**src/hdl/dppl_pkg.sv**
```systemverilog
// constants for the dual probe position latch
package dppl_pkg;

    // object indices of the two words and four latched positions
    localparam logic [15:0] IDX_CONTROL   = 16'h60b8;
    localparam logic [15:0] IDX_STATUS    = 16'h60b9;
    localparam logic [15:0] IDX_POS1_RISE = 16'h60ba;
    localparam logic [15:0] IDX_POS1_FALL = 16'h60bb;
    localparam logic [15:0] IDX_POS2_RISE = 16'h60bc;
    localparam logic [15:0] IDX_POS2_FALL = 16'h60bd;

    // control word field positions, channel 1; channel 2 sits CH2_SHIFT higher
    localparam int CTL_ARM   = 0;
    localparam int CTL_MODE  = 1;
    localparam int CTL_SRC   = 2;
    localparam int CTL_RISE  = 4;
    localparam int CTL_FALL  = 5;
    localparam int CH2_SHIFT = 8;

    // status word field positions, channel 1
    localparam int STS_EN   = 0;
    localparam int STS_RISE = 1;
    localparam int STS_FALL = 2;

    // reset values and masks of defined bits
    localparam logic [15:0] CTL_RESET    = 16'h0000;
    localparam logic [15:0] CTL_DEFINED  = 16'h3737;
    localparam logic [31:0] POS_RESET    = 32'h0000_0000;
    localparam logic [31:0] RD_IDLE      = 32'h0000_0000;

    // lowest digit of the fine latch setting that selects fine rising capture
    localparam logic [3:0]  FINE_SEL_ON  = 4'h1;

    // timing
    localparam int CLK_PERIOD_NS  = 10;
    localparam int COARSE_NS      = 55000;
    localparam int FINE_NS        = 2000;
    localparam int PROBE_MIN_NS   = 500000;
    localparam int COARSE_CYCLES  = COARSE_NS / CLK_PERIOD_NS;
    localparam int FINE_CYCLES    = FINE_NS / CLK_PERIOD_NS;
    localparam int PROBE_MIN_CYC  = PROBE_MIN_NS / CLK_PERIOD_NS;

endpackage : dppl_pkg

```
**src/hdl/dppl_probe_latch.sv**
```systemverilog
// top of the dual probe position latch with its object access port
//
// Notes on behaviour
// bits 0 and 8 arm channels one, two
// bits 1 and 9 pick single or continuous
// source bits 2, 10 must stay zero
// bits 4, 12 enable rising edge latching
// bits 5, 13 enable falling edge latching
// reserved control bits written zero, read anything
// reserved status bits are meaningless on read
// status bits 0, 8 show channel armed
// rising edge stores position, sets bit 1/9
// falling edge stores position, sets bit 2/10
// dropping rising enable clears its stored flag
// re-enabling rising leaves stored position untouched
// disarm clears all flags, keeps positions
// probe high and low phases last 0.5 ms
// normal edges resolved every 55 microseconds
// fine setting digit 1: channel two rising 2 us
// fine latch mode disables encoder pulse output
// four signed 32-bit positions, reset zero
// single shot latches first edge only
`timescale 1ns/1ps
module dppl_probe_latch #(
    parameter int COARSE_CYCLES = dppl_pkg::COARSE_CYCLES
) (
    input  wire logic        clk,
    input  wire logic        rst_n,
    input  wire logic        probeInputOne,
    input  wire logic        probeInputTwo,
    input  wire logic [31:0] position,
    input  wire logic [15:0] fineLatchSelectSetting,
    input  wire logic        encPulseReq,
    output logic             encPulseEn,
    output logic             fineActive,
    input  wire logic [15:0] objIndex,
    input  wire logic        objWrite,
    input  wire logic        objRead,
    input  wire logic [31:0] objWrData,
    output logic [31:0]      objRdData,
    output logic             objAck,
    output logic             objErr
);

    localparam logic [15:0] COARSE_LAST = 16'(COARSE_CYCLES - 1);
    localparam logic [7:0]  FINE_LAST   = 8'(dppl_pkg::FINE_CYCLES - 1);

    logic [15:0] control_r;
    logic [15:0] controlNxt;
    logic [15:0] status;
    logic [15:0] coarseCnt_r;
    logic [7:0]  fineCnt_r;
    logic        coarseTick;
    logic        fineTick;
    logic        fineSel_r;
    logic        fineSelNxt;
    logic        ch2RiseTick;
    logic [31:0] rdNxt;
    logic        idxKnown;
    logic        idxControl;
    logic        wrOk;
    logic        rdOk;
    logic        ackNxt;
    logic        errNxt;

    logic        en1;
    logic        rise1;
    logic        fall1;
    logic        en2;
    logic        rise2;
    logic        fall2;
    logic [31:0] pos1Rise;
    logic [31:0] pos1Fall;
    logic [31:0] pos2Rise;
    logic [31:0] pos2Fall;

    // sampling time base

    // coarse tick: one strobe each 55 us for normal edge sampling
    always_ff @(posedge clk or negedge rst_n) begin
        if (!rst_n) begin
            coarseCnt_r <= 16'h0000;
        end else if (coarseCnt_r == COARSE_LAST) begin
            coarseCnt_r <= 16'h0000;
        end else begin
            coarseCnt_r <= coarseCnt_r + 16'h0001;
        end
    end

    assign coarseTick = (coarseCnt_r == COARSE_LAST);

    // fine tick: one strobe each 2 us for fine rising capture
    always_ff @(posedge clk or negedge rst_n) begin
        if (!rst_n) begin
            fineCnt_r <= 8'h00;
        end else if (fineCnt_r == FINE_LAST) begin
            fineCnt_r <= 8'h00;
        end else begin
            fineCnt_r <= fineCnt_r + 8'h01;
        end
    end

    assign fineTick = (fineCnt_r == FINE_LAST);

    // fine latch selection and encoder pulse output gating

    // the setting is sampled every cycle; its lowest hex digit decides
    assign fineSelNxt = (fineLatchSelectSetting[3:0] == dppl_pkg::FINE_SEL_ON);

    always_ff @(posedge clk or negedge rst_n) begin
        if (!rst_n) begin
            fineSel_r <= 1'b0;
        end else begin
            fineSel_r <= fineSelNxt;
        end
    end

    assign fineActive = fineSel_r;

    // pulse output drops on the same edge that fine capture takes over
    always_ff @(posedge clk or negedge rst_n) begin
        if (!rst_n) begin
            encPulseEn <= 1'b0;
        end else begin
            encPulseEn <= encPulseReq & ~fineSelNxt;
        end
    end

    // only channel two rising edges switch to the fine time base
    assign ch2RiseTick = fineSel_r ? fineTick : coarseTick;

    // channels

    // sampling at 55 us relies on probe phases of at least 0.5 ms
    dppl_channel u_ch1 (
        .clk        (clk),
        .rst_n      (rst_n),
        .riseTick   (coarseTick),
        .fallTick   (coarseTick),
        .probeIn    (probeInputOne),
        .arm        (control_r[dppl_pkg::CTL_ARM]),
        .continuous (control_r[dppl_pkg::CTL_MODE]),
        .srcEncoder (control_r[dppl_pkg::CTL_SRC]),
        .riseEn     (control_r[dppl_pkg::CTL_RISE]),
        .fallEn     (control_r[dppl_pkg::CTL_FALL]),
        .position   (position),
        .enabled    (en1),
        .riseStored (rise1),
        .fallStored (fall1),
        .risePos    (pos1Rise),
        .fallPos    (pos1Fall)
    );

    dppl_channel u_ch2 (
        .clk        (clk),
        .rst_n      (rst_n),
        .riseTick   (ch2RiseTick),
        .fallTick   (coarseTick),
        .probeIn    (probeInputTwo),
        .arm        (control_r[dppl_pkg::CH2_SHIFT + dppl_pkg::CTL_ARM]),
        .continuous (control_r[dppl_pkg::CH2_SHIFT + dppl_pkg::CTL_MODE]),
        .srcEncoder (control_r[dppl_pkg::CH2_SHIFT + dppl_pkg::CTL_SRC]),
        .riseEn     (control_r[dppl_pkg::CH2_SHIFT + dppl_pkg::CTL_RISE]),
        .fallEn     (control_r[dppl_pkg::CH2_SHIFT + dppl_pkg::CTL_FALL]),
        .position   (position),
        .enabled    (en2),
        .riseStored (rise2),
        .fallStored (fall2),
        .risePos    (pos2Rise),
        .fallPos    (pos2Fall)
    );

    // status word

    // reserved status bits read as zero
    always_comb begin
        status = 16'h0000;
        status[dppl_pkg::STS_EN]                        = en1;
        status[dppl_pkg::STS_RISE]                      = rise1;
        status[dppl_pkg::STS_FALL]                      = fall1;
        status[dppl_pkg::CH2_SHIFT + dppl_pkg::STS_EN]   = en2;
        status[dppl_pkg::CH2_SHIFT + dppl_pkg::STS_RISE] = rise2;
        status[dppl_pkg::CH2_SHIFT + dppl_pkg::STS_FALL] = fall2;
    end

    // object access decode

    always_comb begin
        idxControl = (objIndex == dppl_pkg::IDX_CONTROL);
        idxKnown   = idxControl
                   | (objIndex == dppl_pkg::IDX_STATUS)
                   | (objIndex == dppl_pkg::IDX_POS1_RISE)
                   | (objIndex == dppl_pkg::IDX_POS1_FALL)
                   | (objIndex == dppl_pkg::IDX_POS2_RISE)
                   | (objIndex == dppl_pkg::IDX_POS2_FALL);
    end

    // a strobe pair in one cycle is refused as a whole
    assign wrOk   = objWrite & ~objRead & idxControl;
    assign rdOk   = objRead & ~objWrite & idxKnown;
    assign ackNxt = objWrite | objRead;
    assign errNxt = (objWrite | objRead) & ~(wrOk | rdOk);

    // control word

    // reserved bits are dropped on write and read back as zero
    always_comb begin
        controlNxt = control_r;
        if (wrOk) begin
            controlNxt = objWrData[15:0] & dppl_pkg::CTL_DEFINED;
        end
    end

    always_ff @(posedge clk or negedge rst_n) begin
        if (!rst_n) begin
            control_r <= dppl_pkg::CTL_RESET;
        end else begin
            control_r <= controlNxt;
        end
    end

    // read data

    always_comb begin
        rdNxt = dppl_pkg::RD_IDLE;
        if (rdOk) begin
            unique case (objIndex)
                dppl_pkg::IDX_CONTROL: begin
                    rdNxt = {16'h0000, control_r};
                end
                dppl_pkg::IDX_STATUS: begin
                    rdNxt = {16'h0000, status};
                end
                dppl_pkg::IDX_POS1_RISE: begin
                    rdNxt = pos1Rise;
                end
                dppl_pkg::IDX_POS1_FALL: begin
                    rdNxt = pos1Fall;
                end
                dppl_pkg::IDX_POS2_RISE: begin
                    rdNxt = pos2Rise;
                end
                dppl_pkg::IDX_POS2_FALL: begin
                    rdNxt = pos2Fall;
                end
                default: begin
                    rdNxt = dppl_pkg::RD_IDLE;
                end
            endcase
        end
    end

    // read data holds until the next accepted read
    always_ff @(posedge clk or negedge rst_n) begin
        if (!rst_n) begin
            objRdData <= dppl_pkg::RD_IDLE;
        end else if (rdOk) begin
            objRdData <= rdNxt;
        end
    end

    always_ff @(posedge clk or negedge rst_n) begin
        if (!rst_n) begin
            objAck <= 1'b0;
        end else begin
            objAck <= ackNxt;
        end
    end

    always_ff @(posedge clk or negedge rst_n) begin
        if (!rst_n) begin
            objErr <= 1'b0;
        end else begin
            objErr <= errNxt;
        end
    end

endmodule : dppl_probe_latch

```
**src/hdl/dppl_channel.sv**
```systemverilog
// one probe channel: edge sampling, stored flags and latched positions
`timescale 1ns/1ps
module dppl_channel (
    input  wire logic        clk,
    input  wire logic        rst_n,
    input  wire logic        riseTick,
    input  wire logic        fallTick,
    input  wire logic        probeIn,
    input  wire logic        arm,
    input  wire logic        continuous,
    input  wire logic        srcEncoder,
    input  wire logic        riseEn,
    input  wire logic        fallEn,
    input  wire logic [31:0] position,
    output logic             enabled,
    output logic             riseStored,
    output logic             fallStored,
    output logic [31:0]      risePos,
    output logic [31:0]      fallPos
);

    logic riseSample_r;
    logic fallSample_r;
    logic riseEdge;
    logic fallEdge;
    logic riseHit;
    logic fallHit;

    // input samplers run even while disarmed so arming never fakes an edge
    always_ff @(posedge clk or negedge rst_n) begin
        if (!rst_n) begin
            riseSample_r <= 1'b0;
        end else if (riseTick) begin
            riseSample_r <= probeIn;
        end
    end

    always_ff @(posedge clk or negedge rst_n) begin
        if (!rst_n) begin
            fallSample_r <= 1'b0;
        end else if (fallTick) begin
            fallSample_r <= probeIn;
        end
    end

    assign riseEdge = riseTick & probeIn & ~riseSample_r;
    assign fallEdge = fallTick & ~probeIn & fallSample_r;
    // external input only; encoder zero source never triggers
    // single shot takes only the first edge, continuous takes all
    assign riseHit  = arm & ~srcEncoder & riseEn & riseEdge & (continuous | ~riseStored);
    assign fallHit  = arm & ~srcEncoder & fallEn & fallEdge & (continuous | ~fallStored);

    assign enabled = arm;

    always_ff @(posedge clk or negedge rst_n) begin
        if (!rst_n) begin
            riseStored <= 1'b0;
        end else if (!arm || !riseEn) begin
            riseStored <= 1'b0;
        end else if (riseHit) begin
            riseStored <= 1'b1;
        end
    end

    always_ff @(posedge clk or negedge rst_n) begin
        if (!rst_n) begin
            fallStored <= 1'b0;
        end else if (!arm || !fallEn) begin
            fallStored <= 1'b0;
        end else if (fallHit) begin
            fallStored <= 1'b1;
        end
    end

    // positions change only on a qualifying edge
    always_ff @(posedge clk or negedge rst_n) begin
        if (!rst_n) begin
            risePos <= dppl_pkg::POS_RESET;
        end else if (riseHit) begin
            risePos <= position;
        end
    end

    always_ff @(posedge clk or negedge rst_n) begin
        if (!rst_n) begin
            fallPos <= dppl_pkg::POS_RESET;
        end else if (fallHit) begin
            fallPos <= position;
        end
    end

endmodule : dppl_channel

```
**config.mk**
```make
export PLATFORM = sky130hd
export DESIGN_NAME = dppl_probe_latch
export DESIGN_NICKNAME = d
export VERILOG_FILES = /design/src/hdl/dppl_pkg.sv /design/src/hdl/dppl_probe_latch.sv /design/src/hdl/dppl_channel.sv
export SDC_FILE = /design/constraint.sdc
export NUM_CORES = 1
export LEC_CHECK = 0
export BUFFER_PORTS_ARGS = -buffer_cell sky130_fd_sc_hd__buf_2
export CAP_MARGIN = 20
export CORE_ASPECT_RATIO = 0.5
export CORE_UTILIZATION = 45
export DETAILED_ROUTE_END_ITERATION = 6
export PLACE_DENSITY = 0.68
export SLEW_MARGIN = 30
export SYNTH_ARGS = -nofsm -noshare
export SYNTH_HDL_FRONTEND = slang
export SYNTH_HIERARCHICAL = 1
export SYNTH_SLANG_ARGS = --single-unit
```
**constraint.sdc**
```tcl
create_clock -name clk -period 3.2 [get_ports clk]
set_clock_uncertainty 0.2 [all_clocks]
set_input_delay 0.64 -clock clk [delete_from_list [all_inputs] [get_ports clk]]
set_output_delay 0.64 -clock clk [all_outputs]
set_load 0.05 [all_outputs]
```
# Word level (Yosys, flattened, before mapping)
# Cells that the tools add are included.
dict set report totals {
  latch_bits 0
  memories 0
  romBits 0
  register_bits 205
  mem_bits_rw 0
  output_inout_bits 36
  input_bits 103
}
dict set report classes {
  bitwise 53
  n_lt_le_gt_ge 0
  shift 0
  n_eq_ne 9
  add_sub_neg 2
  multipliers 0
  reduce_logical 14
  n_div 0
  muxes 12
}
# op n
set ops {}
lappend ops {{$pmux W32 S6} 1}
lappend ops {{$eq A16 B15 Y1 const B} 6}
lappend ops {{$and A1 B1 Y1} 28}
lappend ops {{$add A16 B1 Y16 const B} 1}
lappend ops {{$eq A16 B13 Y1 const B} 1}
lappend ops {{$mux W16} 1}
lappend ops {{$not A1 Y1} 14}
lappend ops {{$or A1 B1 Y1} 11}
lappend ops {{$mux W1} 9}
lappend ops {{$add A8 B1 Y8 const B} 1}
lappend ops {{$eq A8 B8 Y1 const B} 1}
lappend ops {{$mux W8} 1}
lappend ops {{$reduce_bool A2 Y1} 4}
lappend ops {{$logic_not A1 Y1} 6}
lappend ops {{$eq A4 B1 Y1 const B} 1}
lappend ops {{$logic_or A1 B1 Y1} 4}

# Longest topological paths before layout
dict set report depth {
  depth_word 10
  mapped_depth 9
  depth_no_buf 7
}

# Cells and area by module
# The synthesis kept the hierarchy.
# mod cells_each seq_area_each_um2 area_per_inst_um2 instances
set by_module_without_submodules {}
lappend by_module_without_submodules {dppl_channel 153 1701.6 2628.8 2}
lappend by_module_without_submodules {dppl_probe_latch 360 1751.7 4047.6 1}

# Worst setup path after synthesis
# No wires, ideal clock.
dict set report synth_timing {
  path_kind {register -> register}
  start {register coarseCnt_r[2]}
  end {register u_ch1.risePos[10]}
  path_slack_ps 142
  arrival_ps 2733
  required_time_ps 2875
  path_stages_with_launch 10
  synth_period_minus_slack_ps 3058
  setup_time_ps 125
  path_cell_list {dfrtp_1 clkbuf_1 nor4b_1 nand3_1 nor4_1 clkbuf_1 nand4bb_1 nor3_4 buf_6 mux2_2}
}
dict set report synth_via {
  elab_chain_len 5
}
# element line
set synth_rtl {}
lappend synth_rtl {{start: declaration} dppl_probe_latch.sv:51} ;# logic [15:0] coarseCnt_r;
lappend synth_rtl {{start signal: assignment} dppl_probe_latch.sv:86} ;# coarseCnt_r <= coarseCnt_r + 16'h0001;
lappend synth_rtl {{$eq A16 B13 Y1} dppl_probe_latch.sv:90} ;# assign coarseTick = (coarseCnt_r == COARSE_LAST);
lappend synth_rtl {{named net coarseTick} dppl_probe_latch.sv:53} ;# logic coarseTick;
lappend synth_rtl {{$and A1 B1 Y1 (2 in series)} dppl_channel.sv:46} ;# assign riseEdge = riseTick & probeIn & ~riseSample_r;
lappend synth_rtl {{$and A1 B1 Y1 (2 in series)} dppl_channel.sv:50} ;# assign riseHit = arm & ~srcEncoder & riseEn & riseEdge & (continuous | ~riseStored);
lappend synth_rtl {{end signal: assignment} dppl_channel.sv:78} ;# risePos <= dppl_pkg::POS_RESET;
lappend synth_rtl {{end signal: assignment} dppl_channel.sv:80} ;# risePos <= position;
lappend synth_rtl {{end: declaration} dppl_channel.sv:18} ;# output logic [31:0] risePos,
# The timed path passes the listed nets, and every way through them passes these cells.
# A chain may end at the register's enable or synchronous reset.

# Final worst setup path
dict set report layout_timing {
  start {register coarseCnt_r[9]}
  end {register u_ch1.fallPos[9]}
}
dict set report layout_via {
  elab_chain_len 5
}
# element line
set layout_rtl {}
lappend layout_rtl {{$eq A16 B13 Y1} dppl_probe_latch.sv:90}
lappend layout_rtl {{$and A1 B1 Y1 (2 in series)} dppl_channel.sv:47} ;# assign fallEdge = fallTick & ~probeIn & fallSample_r;
lappend layout_rtl {{$and A1 B1 Y1 (2 in series)} dppl_channel.sv:51} ;# assign fallHit = arm & ~srcEncoder & fallEn & fallEdge & (continuous | ~fallStored);
lappend layout_rtl {{end signal: assignment} dppl_channel.sv:86} ;# fallPos <= dppl_pkg::POS_RESET;
lappend layout_rtl {{end signal: assignment} dppl_channel.sv:88} ;# fallPos <= position;
lappend layout_rtl {{end: declaration} dppl_channel.sv:19} ;# output logic [31:0] fallPos
# No other way between the ends.

==> out/qor.yml <==
gp_congestion: 0.835
failing_checks: "hold timing"
firstDrtPassIters: 4
critical_path_arrival_ns: 3.03
htree_levels: 1
postRouteAntennaNets: 0
holdBufCountCts: 0
flow.area_growth_from_synthesis_pct: 16.3
status: "finished with violations"
drtIter0Drc: 285
switching_share_of_power: 0.214
largest_family_of_logic_cells_by_synthesized_area: "multiplexers"
tritoncts: "done"
setup_tns_ns: 0
detailed_place_hpwl_um: 13400
synthesis.area_mm2: 0.00931
pin_count: 139
p_comb_frac: 0.037
timing.critical_path.to_type: "flop"
measured_slew_at_the_worst_slew_check_pin_ns: 0.710
ffs_w_async_s_r_synth: 1.00
die_w_um: 205
port-buffer-count: 104
ys_ff_latch: 206
slew_headroom: 0.527
clock_sinks: 206
fp.dieArea_mm2: 0.0213
crit-reg2reg-launch: "coarseCnt_r[9]"
detail_route.drc_violations: 0
clk-insertion-delay-late_ns: 0.49
yosys_warnings: 6
nets: 882
synth_ff_type: "dfrtp_1"
grt_antenna_before_repair: 2
cts_buffers: 19
cell_internal_pwr_mw: 4.02
largest_fanout_on_the_critical_path: 29
power_frac_seq: 0.509
min_period_ns: 2.85
first_pass_grt_wire_length_um: 34200
critPathLaunch: "coarseCnt_r[9]"
cap_viol_max_count: 0
power_leakage_nw: 5.20
hp-class: "input pin to async pin"
pin_count_of_the_biggest_net_entering_global_routing: 88
n_fill_cell: 1638
compound_gate_fraction_of_synth_area: 0.123
detailroute.via_count: 5906
critical-path-slowest-cell: "dfrtp_1"
cts_setup_buffers: 0
cts_resized: 0
drive_gt1_frac: 0.451
post_synth_inst_count: 666
drv_slew: 0
postSynthAreaPerCell_um2: 14.0
grt_overflow_total: 0
start_util: 0.468
post_synth_xor_area_fraction: 0.0188
fin_crit_sh: 0.891
library_cell_used_as_clock_root_buffer: "clkbuf_16"
critPathLaunchType: "flop"
edff_count_synth: 0
worst_path_cell_chain: "nor4b_1 > nand3_1 > nor4_2 > buf_4 > nand4bb_4 > nor3_4 > buf_12 > mux2_2"
yosys.cell_types.count: 52
viasPerCell: 5.60
fp-row-count: 36
grt_util_all_layers: 0.204
required_time_reported_for_the_critical_path_endpoint_ns: 3.37
synth_sequential_area_ratio: 0.554
category_of_the_critical_setup_timing_path: "flop to flop"
synth_fp_nets: 771
hold_ws_ns: -0.0180
coreArea_mm2: 0.0199
synth_simple_gate_area_frac: 0.0815
setup_repair_after_global_routing_missed_its_margin: "no"
net_switching_power_mw: 1.10
fmax_mhz: 351
wirelength_um: 21100
post_synth_fa_ha_maj_area_fraction: 0.00269
vdd_drop_max_mv: 0.320
path_clk_slew_ns: 0.07
muxShareOfSynthArea: 0.183
hold_viol: 8
die_y_um: 104
timing.reg2reg.worst_path_depth: 8
number_of_global_route_vias_before_repair: 6305
cellPowerDensity_mw_per_mm2: 473
cts.path.max_buffers: 3
cp_slowest_stage_delay_ns: 0.43
clkPwrFrac: 0.453
report.final.setup_viol: 0
power.total_mw: 5.12
routedWlPerCell_um: 20.0
[kinds of logic after synthesis]
kind of cell,count (synthesis)
multiplexers,149
AND/OR/NAND/NOR,106
buffers and inverters,50
flip-flops,206
AO/OA/AOI/OAI,133
adder cells (fa/ha/maj),2
XOR/XNOR,20
[metal layers]
| layer | global-route usage | wire length, um | vias to the layer above | share of wire |
|---|---|---|---|---|
| li1 | - | - | 2710 | - |
| met1 | 0.274 | 9390 | 3049 | 0.44 |
| met2 | 0.336 | 10100 | 112 | 0.48 |
| met3 | 0.0491 | 1290 | 33 | 0.061 |
| met4 | 0.0434 | 329 | 2 | 0.016 |
| met5 | 0 | 11 | - | 0.00052 |
[placed cells by master (no fill, tap or decap), types with 3 or more instances in the layout]
cell type  netlist  final
a22o_1          30     30
nor4b_1          4      4
nor3_1           3      3
buf_2            3    103
dfrtp_1        206    206
buf_4            3     19
o2111ai_1        4      4
nor3_4           4      5
nand4bb_1        3      3
nand4_1          4      4
a21oi_2         20     20
clkbuf_1        17      5
a31oi_1          4      4
inv_1            9      9
a22oi_1          4      4
xor2_1           8      8
bufinv_16        0      3
a222oi_1         6      6
a221oi_2        20     20
nand2_1         13     13
mux2_2         137    137
buf_12           0      8
nor4_1           5      4
nor2b_1          8      8
mux2_1          10     10
and3_1           4      4
a21oi_1         37     37
o22a_1           4      4
xnor2_1         12     12
nor2_1          19     19
nand4b_1         3      3
nand3_1         16     16
clkbuf_16        0     19
[power by group through the flow]
stage          Clock, mW  Combinational [mW]  Sequential, mW
2_1_floorplan          0              0.0396            2.67
3_3_place_gp           0               0.189            2.66
3_5_place_dp           0               0.195            2.66
4_1_cts             2.37               0.195            2.61
5_1_grt             2.47               0.212            2.61
6_report            2.32               0.190            2.61
[sequential cells by signal (all words and copies together), names as in the netlist]
register,flops
u_ch1/fallSample_r,1
u_ch1/riseSample_r,1
u_ch2/riseStored,1
encPulseEn,1
objErr,1
u_ch1/fallPos,32
objRdData,32
u_ch2/risePos,32
coarseCnt_r,16
objAck,1
fineActive,1
control_r,10
fineCnt_r,8
u_ch1/fallStored,1
u_ch1/riseStored,1
u_ch2/fallPos,32
u_ch2/fallSample_r,1
u_ch2/fallStored,1
u_ch1/risePos,32
u_ch2/riseSample_r,1
[per-stage QoR]
| step | utilization | instance area, um2 | setup slack [ns] | cells |
|---|---|---|---|---|
| CTS | 0.545 | 10800 | 0.324 | 1053 |
| global placement | 0.513 | 10200 | 0.363 | 1022 |
| floorplan | - | 9310 | 0.142 | 666 |
| detailed placement | 0.513 | 10200 | 0.338 | 1022 |
| global route | 0.545 | 10800 | 0.144 | 1053 |
| finish | 0.545 | 10800 | 0.349 | 1055 |
[cell type report]
class | count | area (um2) | area share
inverter | 9 | 33.8 | 0.00312
antenna | 2 | 5.00 | 0.000462
multi-input combinational | 410 | 3850 | 0.355
timing repair buffer | 131 | 832 | 0.0769
sequential | 206 | 5150 | 0.476
clock inverter | 6 | 109 | 0.0101
clock buffer | 25 | 508 | 0.0469
tap | 266 | 333 | 0.0308
[worst paths after layout]
path / end / slack [ns]
min reg2reg: coarseCnt_r[15] / 0.28
max reg2reg: u_ch1/fallPos[9] / 0.35
max: u_ch1/fallPos[9] / 0.35
min in group clk: fineActive / 0.12
max in group asynchronous: encPulseEn / 2.04
min: u_ch1/risePos[19] / -0.02
[worst max-delay path: cells and delay by family, from the launching register on]
kind,cells,cell delay [ns]
AND/OR/NAND/NOR,5,1.14
buffers and inverters,2,0.56
multiplexers,1,0.37
flip-flops,1,0.43
[synthesized netlist by cell type, types with 3 or more instances]
cell type | instances | area (um2)
a21oi_1 | 37 | 185
a22oi_1 | 4 | 30.0
a22o_1 | 30 | 263
buf_4 | 3 | 22.5
nor3_4 | 4 | 65.1
o2111ai_1 | 4 | 35.0
nand4b_1 | 3 | 26.3
mux2_1 | 10 | 113
inv_1 | 9 | 33.8
nand2_1 | 13 | 48.8
mux2_2 | 137 | 1540
dfrtp_1 | 206 | 5150
buf_6 | 16 | 180
nand4_1 | 4 | 25.0
and3_1 | 4 | 25.0
a21oi_2 | 20 | 175
xor2_1 | 8 | 70.1
nor3_1 | 3 | 15.0
clkbuf_1 | 17 | 63.8
nor2b_1 | 8 | 50.1
xnor2_1 | 12 | 105
nand4bb_1 | 3 | 33.8
o22a_1 | 4 | 35.0
buf_2 | 3 | 15.0
a222oi_1 | 6 | 60.1
a221oi_2 | 20 | 300
nand3_1 | 16 | 80.1
nor4_1 | 5 | 31.3
nor4b_1 | 4 | 35.0
a31oi_1 | 4 | 25.0
nor2_1 | 19 | 71.3
(Power assumes the default switching activity.)
